===== config.mk =====
export PLATFORM = sky130hd
export DESIGN_NAME = tmr_core
export DESIGN_NICKNAME = d
export VERILOG_FILES = /design/src/tmr_pkg.sv /design/src/tmr_pscl_if.sv /design/src/tmr_core.sv /design/src/tmr_pscl.sv
export SDC_FILE = /design/constraint.sdc
export NUM_CORES = 1
export LEC_CHECK = 0
export BUFFER_PORTS_ARGS = -buffer_cell sky130_fd_sc_hd__buf_2
export CORE_UTILIZATION = 55
export DETAILED_ROUTE_END_ITERATION = 16
export PLACE_DENSITY = 0.77
export SYNTH_ARGS = -nofsm -noshare
export SYNTH_HDL_FRONTEND = slang
export SYNTH_HIERARCHICAL = 1
export SYNTH_SLANG_ARGS = --single-unit

===== constraint.sdc =====
create_clock -name pclk -period 8.19 [get_ports pclk]
set_clock_uncertainty 0.1 [all_clocks]
set_input_delay 0.4095 -clock pclk [delete_from_list [all_inputs] [get_ports pclk]]
set_output_delay 0.4095 -clock pclk [all_outputs]
set_load 0.1 [all_outputs]

===== src/tmr_pkg.sv =====
// Constants shared by the timer core and its prescaler.
// Assumes an APB slave with 32-bit data; every register is one byte in the low lane.
package tmr_pkg;
  // Register indices; byte address is four times the index
  localparam logic [9:0] IDX_STATUS = 10'h040;
  localparam logic [9:0] IDX_CNTH   = 10'h041;
  localparam logic [9:0] IDX_CNTL   = 10'h042;
  localparam logic [9:0] IDX_LIMH   = 10'h043;
  localparam logic [9:0] IDX_LIML   = 10'h044;
  localparam logic [9:0] IDX_CH1CTL = 10'h048;
  localparam logic [9:0] IDX_CH1VH  = 10'h049;
  localparam logic [9:0] IDX_CH1VL  = 10'h04A;
  // Status byte fields
  localparam int ST_FLAG = 7;
  localparam int ST_IE   = 6;
  localparam int ST_HALT = 5;
  localparam int ST_CLR  = 4;
  localparam int ST_SEL  = 0;
  // Channel control byte fields
  localparam int CH_FLAG = 7;
  localparam int CH_IE   = 6;
  localparam int CH_MSA  = 4;
  localparam int CH_ELS  = 2;
  localparam int CH_TOV  = 1;
  localparam int CH_MAX  = 0;
  // Reset values and codes
  localparam logic        HALT_RST = 1'h1;
  localparam logic [2:0]  SEL_RST  = 3'h0;
  localparam logic [2:0]  SEL_EXT  = 3'h7;
  localparam logic [15:0] LIM_RST  = 16'hFFFF;
  localparam logic [15:0] CNT_RST  = 16'h0000;
  localparam logic [1:0]  ELS_OFF  = 2'h0;
  localparam logic [1:0]  ELS_TGL  = 2'h1;
  localparam logic [1:0]  ELS_CLR  = 2'h2;
  localparam logic [1:0]  ELS_SET  = 2'h3;
  localparam logic [5:0]  PSC_RST  = 6'h00;
endpackage


===== src/tmr_pscl_if.sv =====
// Interface between the timer core and its prescaler.
// Assumes both ends run on the same bus clock.
`timescale 1ns/1ps
interface tmr_pscl_if;
  logic       tick;   // One counter clock this cycle
  logic       clear;  // Zero the prescaler
  logic       halt;   // Freeze the prescaler
  logic [2:0] sel;    // Divider select code
  modport core (output clear, output halt, output sel, input tick);
  modport pscl (input clear, input halt, input sel, output tick);
endinterface

===== src/tmr_core.sv =====
// Timer core: counter, wrap limit, channel one, APB register slave.
// Assumes an APB master; the channel pin is synchronous to pclk.
//
// Design decision made here: register access over APB.
`timescale 1ns/1ps
module tmr_core (
  input  wire logic        pclk,           // Bus clock, 200 MHz
  input  wire logic        presetn,        // Async reset, active low
  input  wire logic        psel,           // APB select
  input  wire logic        penable,        // APB enable
  input  wire logic        pwrite,         // APB direction
  input  wire logic [11:0] paddr,          // APB byte address
  input  wire logic [31:0] pwdata,         // APB write data
  input  wire logic [3:0]  pstrb,          // APB byte strobes
  output logic      [31:0] prdata,         // APB read data
  output logic             pready,         // APB ready
  output logic             pslverr,        // APB error
  input  wire logic        ext_count_clock, // External count clock pin
  input  wire logic        chan_pin_in,    // Channel pin level
  output logic             chan_pin_out,   // Channel pin drive level
  output logic             chan_pin_oe,    // Channel pin drive enable
  output logic             wrap_irq,       // Wrap interrupt request
  output logic             chan_irq        // Channel interrupt request
);
  tmr_pscl_if pif ();

  logic        halt_r, halt_nxt;
  logic        clear_r, clear_nxt;
  logic [2:0]  sel_r, sel_nxt;
  logic        wflag_r, wflag_nxt;
  logic        wie_r, wie_nxt;
  logic        warm_r, warm_nxt;
  logic [15:0] cnt_r, cnt_nxt;
  logic [7:0]  lat_r, lat_nxt;
  logic        lact_r, lact_nxt;
  logic [15:0] lim_r, lim_nxt;
  logic        linh_r, linh_nxt;
  logic        cflag_r, cflag_nxt;
  logic        carm_r, carm_nxt;
  logic        cie_r, cie_nxt;
  logic        msa_r, msa_nxt;
  logic [1:0]  els_r, els_nxt;
  logic        tov_r, tov_nxt;
  logic        max_r, max_nxt;
  logic [15:0] cval_r, cval_nxt;
  logic        pin1_r, pin2_r, pin3_r;
  logic        out_r, out_nxt;
  logic        oe_r, oe_nxt;
  logic [31:0] prdata_r, prdata_nxt;
  logic        pready_r, pready_nxt;
  logic        perr_r, perr_nxt;
  logic        wirq_r, cirq_r;

  logic [9:0]  idx;
  logic        valid;
  logic        setup;
  logic        wr;
  logic        rd;
  logic [7:0]  wdat;
  logic [7:0]  rbyte;
  logic        reach;
  logic        ovf_set;
  logic        cap_mode;
  logic        cmp_mode;
  logic        cap;
  logic        cmp;
  logic        ch_evt;

  assign pif.clear = clear_r;
  assign pif.halt  = halt_r;
  assign pif.sel   = sel_r;

  tmr_pscl u_pscl (
    .pclk    (pclk),
    .presetn (presetn),
    .ext_pin (ext_count_clock),
    .pif     (pif)
  );

  // ----------------------------------------
  // Bus decode and read mux
  // ----------------------------------------
  always_comb begin
    idx   = paddr[11:2];
    valid = (paddr[1:0] == 2'h0) &&
            (idx == tmr_pkg::IDX_STATUS || idx == tmr_pkg::IDX_CNTH ||
             idx == tmr_pkg::IDX_CNTL   || idx == tmr_pkg::IDX_LIMH ||
             idx == tmr_pkg::IDX_LIML   || idx == tmr_pkg::IDX_CH1CTL ||
             idx == tmr_pkg::IDX_CH1VH  || idx == tmr_pkg::IDX_CH1VL);
    setup = psel & ~penable;
    wr    = psel & penable & pready_r & ~perr_r & pwrite & pstrb[0];
    rd    = psel & penable & pready_r & ~perr_r & ~pwrite;
    wdat  = pwdata[7:0];
    case (idx)
      tmr_pkg::IDX_STATUS: rbyte = {wflag_r, wie_r, halt_r, 1'b0, 1'b0, sel_r};
      tmr_pkg::IDX_CNTH:   rbyte = cnt_r[15:8];
      tmr_pkg::IDX_CNTL:   rbyte = lact_r ? lat_r : cnt_r[7:0];
      tmr_pkg::IDX_LIMH:   rbyte = lim_r[15:8];
      tmr_pkg::IDX_LIML:   rbyte = lim_r[7:0];
      tmr_pkg::IDX_CH1CTL: rbyte = {cflag_r, cie_r, 1'b0, msa_r, els_r, tov_r, max_r};
      tmr_pkg::IDX_CH1VH:  rbyte = cval_r[15:8];
      tmr_pkg::IDX_CH1VL:  rbyte = cval_r[7:0];
      default:             rbyte = 8'h00;
    endcase
    pready_nxt = setup;
    perr_nxt   = setup & ~valid;
    prdata_nxt = setup ? {24'h00_0000, (valid ? rbyte : 8'h00)} : prdata_r;
  end

  // ----------------------------------------
  // Counter, limit and wrap flag
  // ----------------------------------------
  always_comb begin
    halt_nxt  = halt_r;
    clear_nxt = 1'b0;
    sel_nxt   = sel_r;
    wflag_nxt = wflag_r;
    wie_nxt   = wie_r;
    warm_nxt  = warm_r;
    lat_nxt   = lat_r;
    lact_nxt  = lact_r;
    lim_nxt   = lim_r;
    linh_nxt  = linh_r;
    cnt_nxt   = cnt_r;
    if (clear_r) begin
      cnt_nxt = tmr_pkg::CNT_RST;
    end else if (pif.tick) begin
      cnt_nxt = (cnt_r == lim_r) ? tmr_pkg::CNT_RST : cnt_r + 16'h0001;
    end
    reach   = pif.tick & ~clear_r & (cnt_nxt == lim_r);
    ovf_set = reach & ~linh_r;
    if (rd && idx == tmr_pkg::IDX_STATUS && wflag_r) begin
      warm_nxt = 1'b1;
    end
    if (wr && idx == tmr_pkg::IDX_STATUS) begin
      if (!wdat[tmr_pkg::ST_FLAG] && warm_r) begin
        wflag_nxt = 1'b0;
      end
      warm_nxt  = 1'b0;
      wie_nxt   = wdat[tmr_pkg::ST_IE];
      halt_nxt  = wdat[tmr_pkg::ST_HALT];
      clear_nxt = wdat[tmr_pkg::ST_CLR];
      sel_nxt   = wdat[tmr_pkg::ST_SEL +: 3];
    end
    if (ovf_set) begin
      wflag_nxt = 1'b1;
      warm_nxt  = 1'b0;
    end
    if (rd && idx == tmr_pkg::IDX_CNTH && !lact_r) begin
      lat_nxt  = cnt_r[7:0];
      lact_nxt = 1'b1;
    end
    if (rd && idx == tmr_pkg::IDX_CNTL) begin
      lact_nxt = 1'b0;
    end
    if (clear_r) begin
      lat_nxt  = 8'h00;
      lact_nxt = 1'b0;
    end
    if (wr && idx == tmr_pkg::IDX_LIMH) begin
      lim_nxt[15:8] = wdat;
      linh_nxt      = 1'b1;
    end
    if (wr && idx == tmr_pkg::IDX_LIML) begin
      lim_nxt[7:0] = wdat;
      linh_nxt     = 1'b0;
    end
  end

  // ----------------------------------------
  // Channel one: capture, compare, pin
  // ----------------------------------------
  always_comb begin
    cflag_nxt = cflag_r;
    carm_nxt  = carm_r;
    cie_nxt   = cie_r;
    msa_nxt   = msa_r;
    els_nxt   = els_r;
    tov_nxt   = tov_r;
    max_nxt   = max_r;
    cval_nxt  = cval_r;
    out_nxt   = out_r;
    oe_nxt    = oe_r;
    cap_mode  = ~msa_r & (els_r != tmr_pkg::ELS_OFF);
    cmp_mode  = msa_r & (els_r != tmr_pkg::ELS_OFF);
    cap       = cap_mode & ~halt_r &
                ((els_r[0] & pin2_r & ~pin3_r) | (els_r[1] & ~pin2_r & pin3_r));
    cmp       = cmp_mode & pif.tick & ~clear_r & (cnt_nxt == cval_r);
    ch_evt    = cap | cmp;
    if (cap) begin
      cval_nxt = cnt_r;
    end
    if (rd && idx == tmr_pkg::IDX_CH1CTL && cflag_r) begin
      carm_nxt = 1'b1;
    end
    if (wr && idx == tmr_pkg::IDX_CH1CTL) begin
      if (!wdat[tmr_pkg::CH_FLAG] && carm_r) begin
        cflag_nxt = 1'b0;
      end
      carm_nxt = 1'b0;
      cie_nxt  = wdat[tmr_pkg::CH_IE];
      msa_nxt  = wdat[tmr_pkg::CH_MSA];
      els_nxt  = wdat[tmr_pkg::CH_ELS +: 2];
      tov_nxt  = wdat[tmr_pkg::CH_TOV];
      max_nxt  = wdat[tmr_pkg::CH_MAX];
    end
    if (ch_evt) begin
      cflag_nxt = 1'b1;
      carm_nxt  = 1'b0;
    end
    if (wr && idx == tmr_pkg::IDX_CH1VH) begin
      cval_nxt[15:8] = wdat;
    end
    if (wr && idx == tmr_pkg::IDX_CH1VL) begin
      cval_nxt[7:0] = wdat;
    end
    if (els_r == tmr_pkg::ELS_OFF) begin
      out_nxt = ~msa_r;
      oe_nxt  = 1'b0;
    end else if (cmp_mode) begin
      oe_nxt = 1'b1;
      if (tov_r && max_r) begin
        out_nxt = (els_r != tmr_pkg::ELS_SET);
      end else if (tov_r && reach) begin
        out_nxt = ~out_r;
      end else if (cmp) begin
        case (els_r)
          tmr_pkg::ELS_TGL: out_nxt = ~out_r;
          tmr_pkg::ELS_CLR: out_nxt = 1'b0;
          tmr_pkg::ELS_SET: out_nxt = 1'b1;
          default:          out_nxt = out_r;
        endcase
      end
    end else begin
      oe_nxt = 1'b0;
    end
  end

  // ----------------------------------------
  // State registers
  // ----------------------------------------
  always_ff @(posedge pclk or negedge presetn) begin
    if (!presetn) begin
      halt_r   <= tmr_pkg::HALT_RST;
      clear_r  <= 1'b0;
      sel_r    <= tmr_pkg::SEL_RST;
      wflag_r  <= 1'b0;
      wie_r    <= 1'b0;
      warm_r   <= 1'b0;
      cnt_r    <= tmr_pkg::CNT_RST;
      lat_r    <= 8'h00;
      lact_r   <= 1'b0;
      lim_r    <= tmr_pkg::LIM_RST;
      linh_r   <= 1'b0;
      cflag_r  <= 1'b0;
      carm_r   <= 1'b0;
      cie_r    <= 1'b0;
      msa_r    <= 1'b0;
      els_r    <= tmr_pkg::ELS_OFF;
      tov_r    <= 1'b0;
      max_r    <= 1'b0;
      cval_r   <= tmr_pkg::CNT_RST;
      pin1_r   <= 1'b0;
      pin2_r   <= 1'b0;
      pin3_r   <= 1'b0;
      out_r    <= 1'b1;
      oe_r     <= 1'b0;
      prdata_r <= 32'h0000_0000;
      pready_r <= 1'b0;
      perr_r   <= 1'b0;
      wirq_r   <= 1'b0;
      cirq_r   <= 1'b0;
    end else begin
      halt_r   <= halt_nxt;
      clear_r  <= clear_nxt;
      sel_r    <= sel_nxt;
      wflag_r  <= wflag_nxt;
      wie_r    <= wie_nxt;
      warm_r   <= warm_nxt;
      cnt_r    <= cnt_nxt;
      lat_r    <= lat_nxt;
      lact_r   <= lact_nxt;
      lim_r    <= lim_nxt;
      linh_r   <= linh_nxt;
      cflag_r  <= cflag_nxt;
      carm_r   <= carm_nxt;
      cie_r    <= cie_nxt;
      msa_r    <= msa_nxt;
      els_r    <= els_nxt;
      tov_r    <= tov_nxt;
      max_r    <= max_nxt;
      cval_r   <= cval_nxt;
      pin1_r   <= chan_pin_in;
      pin2_r   <= pin1_r;
      pin3_r   <= pin2_r;
      out_r    <= out_nxt;
      oe_r     <= oe_nxt;
      prdata_r <= prdata_nxt;
      pready_r <= pready_nxt;
      perr_r   <= perr_nxt;
      wirq_r   <= wflag_r & wie_r;
      cirq_r   <= cflag_r & cie_r;
    end
  end

  assign prdata       = prdata_r;
  assign pready       = pready_r;
  assign pslverr      = perr_r;
  assign chan_pin_out = out_r;
  assign chan_pin_oe  = oe_r;
  assign wrap_irq     = wirq_r;
  assign chan_irq     = cirq_r;
endmodule


===== src/tmr_pscl.sv =====
// Prescaler: divides the bus clock or follows the external count pin.
// Assumes the external pin is slower than half the bus clock.
`timescale 1ns/1ps
module tmr_pscl (
  input  wire logic pclk,     // Bus clock
  input  wire logic presetn,  // Async reset, active low
  input  wire logic ext_pin,  // External count clock pin
  tmr_pscl_if.pscl  pif       // Control from the core
);
  logic [5:0] psc_r;
  logic [5:0] psc_nxt;
  logic [5:0] mask;
  logic       sync1_r;
  logic       sync2_r;
  logic       sync3_r;

  // ----------------------------------------
  // Divider and pin edge
  // ----------------------------------------
  always_comb begin
    mask = 6'(({6'h00, 1'b1} << pif.sel) - 7'h01);
    if (pif.clear) begin
      psc_nxt = tmr_pkg::PSC_RST;
    end else if (pif.halt) begin
      psc_nxt = psc_r;
    end else begin
      psc_nxt = psc_r + 6'h01;
    end
    if (pif.halt || pif.clear) begin
      pif.tick = 1'b0;
    end else if (pif.sel == tmr_pkg::SEL_EXT) begin
      pif.tick = sync2_r & ~sync3_r;
    end else begin
      pif.tick = ((psc_r & mask) == mask);
    end
  end

  always_ff @(posedge pclk or negedge presetn) begin
    if (!presetn) begin
      psc_r   <= tmr_pkg::PSC_RST;
      sync1_r <= 1'b0;
      sync2_r <= 1'b0;
      sync3_r <= 1'b0;
    end else begin
      psc_r   <= psc_nxt;
      sync1_r <= ext_pin;
      sync2_r <= sync1_r;
      sync3_r <= sync2_r;
    end
  end
endmodule


==> summary.txt <==
Layout
  • Util after Layout: 60.2%
  • Most frequent cells in the layout: nor2_1, dfrtp_1, mux2i_1, a21oi_1, buf_2
  • Final net count: 748
  • Area Overhead vs Synth: 6.90%
  • Most common cell after layout, fill and taps aside: nor2_1
  • Share of cells above drive strength 1: 18.3%
  • Antenna cells: 0

STA
  • Fmax: 0.212 GHz
  • Max-slew violations: 0
  • Worst slew margin: 34.1%
  • Setup-failing EPs final: 0
  • Fin. Hold Viols: 0
  • Final period utilization: 57.6%
  • Setup_tns: 0 ns
  • Post-layout min period: 4.71 ns
  • Worst-Margin Slew: 0.981 ns
  • RSZ-0062 raised after global routing: false

CTS
  • Sink Count: 100
  • CTS root buf: clkbuf_16
  • Clock transition at path regs: 0.08 ns
  • CTS tree: built
  • Later-pin clock latency in the skew report: 0.37 ns
  • Worst-case clock buffer depth: 2
  • H-Tree Level Count: 3
  • Clock buffer count from CTS: 9

Global route
  • Overall Global Routing Usage: 34.2%
  • First-pass GRT wire length: 29600 µm
  • Vias in the first global route: 5227
  • Largest net degree at the start of global routing: 81
  • Total grt overflow: 0
  • Antenna violations before repair: 0

Critical path
  • Critical path class: reg2reg
  • Req. time, crit path: 8.39 ns
  • Worst setup path endpoint: chan_pin_out
  • CP Launch Type: register
  • CP endpoint kind: register
  • Worst r2r dst: chan_pin_out
  • Crit path max fanout: 19
  • R2r startpoint: pif.sel[2]
  • Setup crit start: pif.sel[2]
  • Worst R2R Path Depth: 14
  • Reg2Reg Setup Slack: 3.48 ns
  • Crit path arrival time: 4.92 ns

Pwr
  • Internal Power: 0.781 mW
  • Seq pwr share: 45.9%
  • Leak Pwr: 2.93 nW
  • Sw power: 0.384 mW
  • Comb pwr share: 16.7%
  • Peak supply drop: 0.177 mV
  • PD cells: 170 nW/µm²
  • Clock Power Share: 37.4%
  • Switching share of power: 32.9%

Synthesis
  • Register area share after synthesis: 39.4%
  • Compound-Gate Fraction of Synth Area: 15.0%
  • Synth Area in Simple Gates: 18.6%
  • Area leader, netlist: dfrtp_1
  • Warnings from Yosys: 6
  • Synth async-reset ratio: 100%
  • Main combinational cell family by area after synthesis: simple AND/OR/NAND/NOR gates
  • Syn Area/Cell: 9.47 µm²
  • Post-Syn Instances: 676
  • Cells taking the most area after synthesis: dfrtp_1, dfstp_2, mux2i_1
  • Mapped Area: 6400 µm²
  • Multiplexer area fraction after synthesis: 12.0%
  • Post-synthesis cell type count: 80
  • Primary FF master, synth: dfrtp_1
  • Post-synthesis xor/xnor area fraction: 6.84%
  • Number of synthesized register bits: 100
  • EDFF count, synth: 0
  • Adder-Cell Fraction of Synth Area: 0.781%
  • Top cell type's share of synthesized area: 32.0%

Die
  • Initial Utilization: 56.3%
  • Die Y: 110 µm
  • I/O pin total: 93
  • Core Area: 11400 µm²
  • Die Width: 110 µm
  • Row count: 39
  • Die area: 12100 µm²

Drt
  • Via count: 5423
  • Routed Antenna Nets: 0
  • DRT iter0 DRCs: 474
  • Routed len/inst: 23.0 µm
  • DR pass1 iterations: 6
  • WL final: 19200 µm
  • Vias per inst: 6.48
  • Residual DRC: 0

Placed design
  • Input/output buffers: 41
  • Post-DP HPWL: 14000 µm
  • Placer Congestion: 0.987

Min path
  • Worst hold path type: in2reg

Outcome
  • Status: finished clean

Job
  • Max-cap viol count: 0
## kinds of logic (layout without fill, tap and decap cells)
kind of cell,after synthesis,after routing
buffers and inverters,86,81
DFF,100,100
muxes,71,71
adders and majority gates,4,4
AOI/OAI and AO/OA,139,139
other,1,24
xor gates and xnor gates,46,46
and+or+nand+nor,229,229
## flip-flops by register name (all words and copies together) (netlist names), 2 cells and up
register      cells
u_pscl/psc_r      6
prdata            8
cval_r           16
cnt_r            16
lim_r            16
pif.sel           3
els_r             2
lat_r             8
## timing repair
action	4_1_cts	5_1_grt
endpoints found under the hold margin	19	0
hold buffers	1	0
resized for setup	0	0
buffers inserted	0	0
## stage by stage
stage | hold WS [ns] | instances | total power, mW | setup WS (ns) | cell area, µm²
final | 0.0546 | 837 | 1.16 | 3.48 | 6850
after floorplan | 0.0139 | 699 | 0.685 | 4.52 | 6490
after global placement | 0.216 | 820 | 0.729 | 3.79 | 6530
after global routing | 0.0458 | 837 | 1.20 | 3.26 | 6850
after detailed placement | 0.218 | 820 | 0.735 | 3.67 | 6530
after CTS | 0.0492 | 837 | 1.17 | 3.67 | 6850
## power groups by stage
stage | combinational [mW] | clock, mW | sequential [mW]
finish | 0.195 | 0.435 | 0.535
global route | 0.208 | 0.452 | 0.537
global placement | 0.188 | 0 | 0.542
CTS | 0.193 | 0.439 | 0.534
detailed placement | 0.193 | 0 | 0.543
floorplan | 0.151 | 0 | 0.535
## worst max-delay path, cell delays in order, from the launching register on
cell and delay (ns):
dfrtp_1 0.43, inv_2 0.10, o21ai_1 0.09, a2111oi_2 0.37, a21o_1 0.18, buf_4 0.27, nand3_1 0.32, nor3_1 0.86
a21oi_1 0.17, a221o_1 0.28, nand4bb_1 0.17, nor3_1 0.56, a41oi_1 0.26, o2111a_1 0.21, a211o_1 0.26
## synth_stat cells, drive strengths merged, types with 3 or more instances
cell type	n
dfstp	18
mux2	27
nand2	34
a2bb2oi	3
and3	6
o21ai	22
mux2i	42
nor4	10
a22o	9
nand2b	8
clkbuf	24
inv	17
a21oi	41
a211oi	8
buf	45
a21o	5
nor2	84
a221o	10
o22ai	6
a221oi	3
xnor2	33
nand4b	4
or3	3
dfrtp	82
o22a	3
nand4	13
nor3	12
and2	9
a22oi	6
a41oi	3
nor2b	7
nor3b	3
nor4b	5
nand3b	4
xor2	11
nand3	16
ha	4
## layer usage
metal | share of wire, % | GRT usage, % | vias up | routed length [µm]
li1 | - | - | 2418 | -
met1 | 43 | 45.4 | 2698 | 8190
met2 | 47 | 54.5 | 275 | 8940
met3 | 8.2 | 7.88 | 32 | 1570
met4 | 2.6 | 12.6 | 0 | 507
met5 | 0 | 0 | - | 0
## worst min path at each step
stage / from / to / slack [ns] / cells past startpoint
4_1_cts: ext_count_clock / u_pscl/sync1_r / 0.05 / 1
3_5_place_dp: presetn / cnt_r[2] / 0.22 / 1
3_3_place_gp: presetn / cnt_r[1] / 0.22 / 1
2_1_floorplan: presetn / carm_r / 0.01 / 0
6_report: ext_count_clock / u_pscl/sync1_r / 0.05 / 1
5_1_grt: ext_count_clock / u_pscl/sync1_r / 0.05 / 1
## layout make-up
| class | instances | area (µm²) |
|---|---|---|
| Tap cell | 143 | 179 |
| Multi-Input combinational cell | 513 | 3510 |
| Fill cell | 1000 | 4520 |
| Sequential cell | 100 | 2520 |
| Inverter | 17 | 63.8 |
| Clock buffer | 10 | 239 |
| Timing Repair Buffer | 48 | 263 |
| Clock inverter | 6 | 63.8 |
No activity file was read; power rests on OpenSTA's default activity.
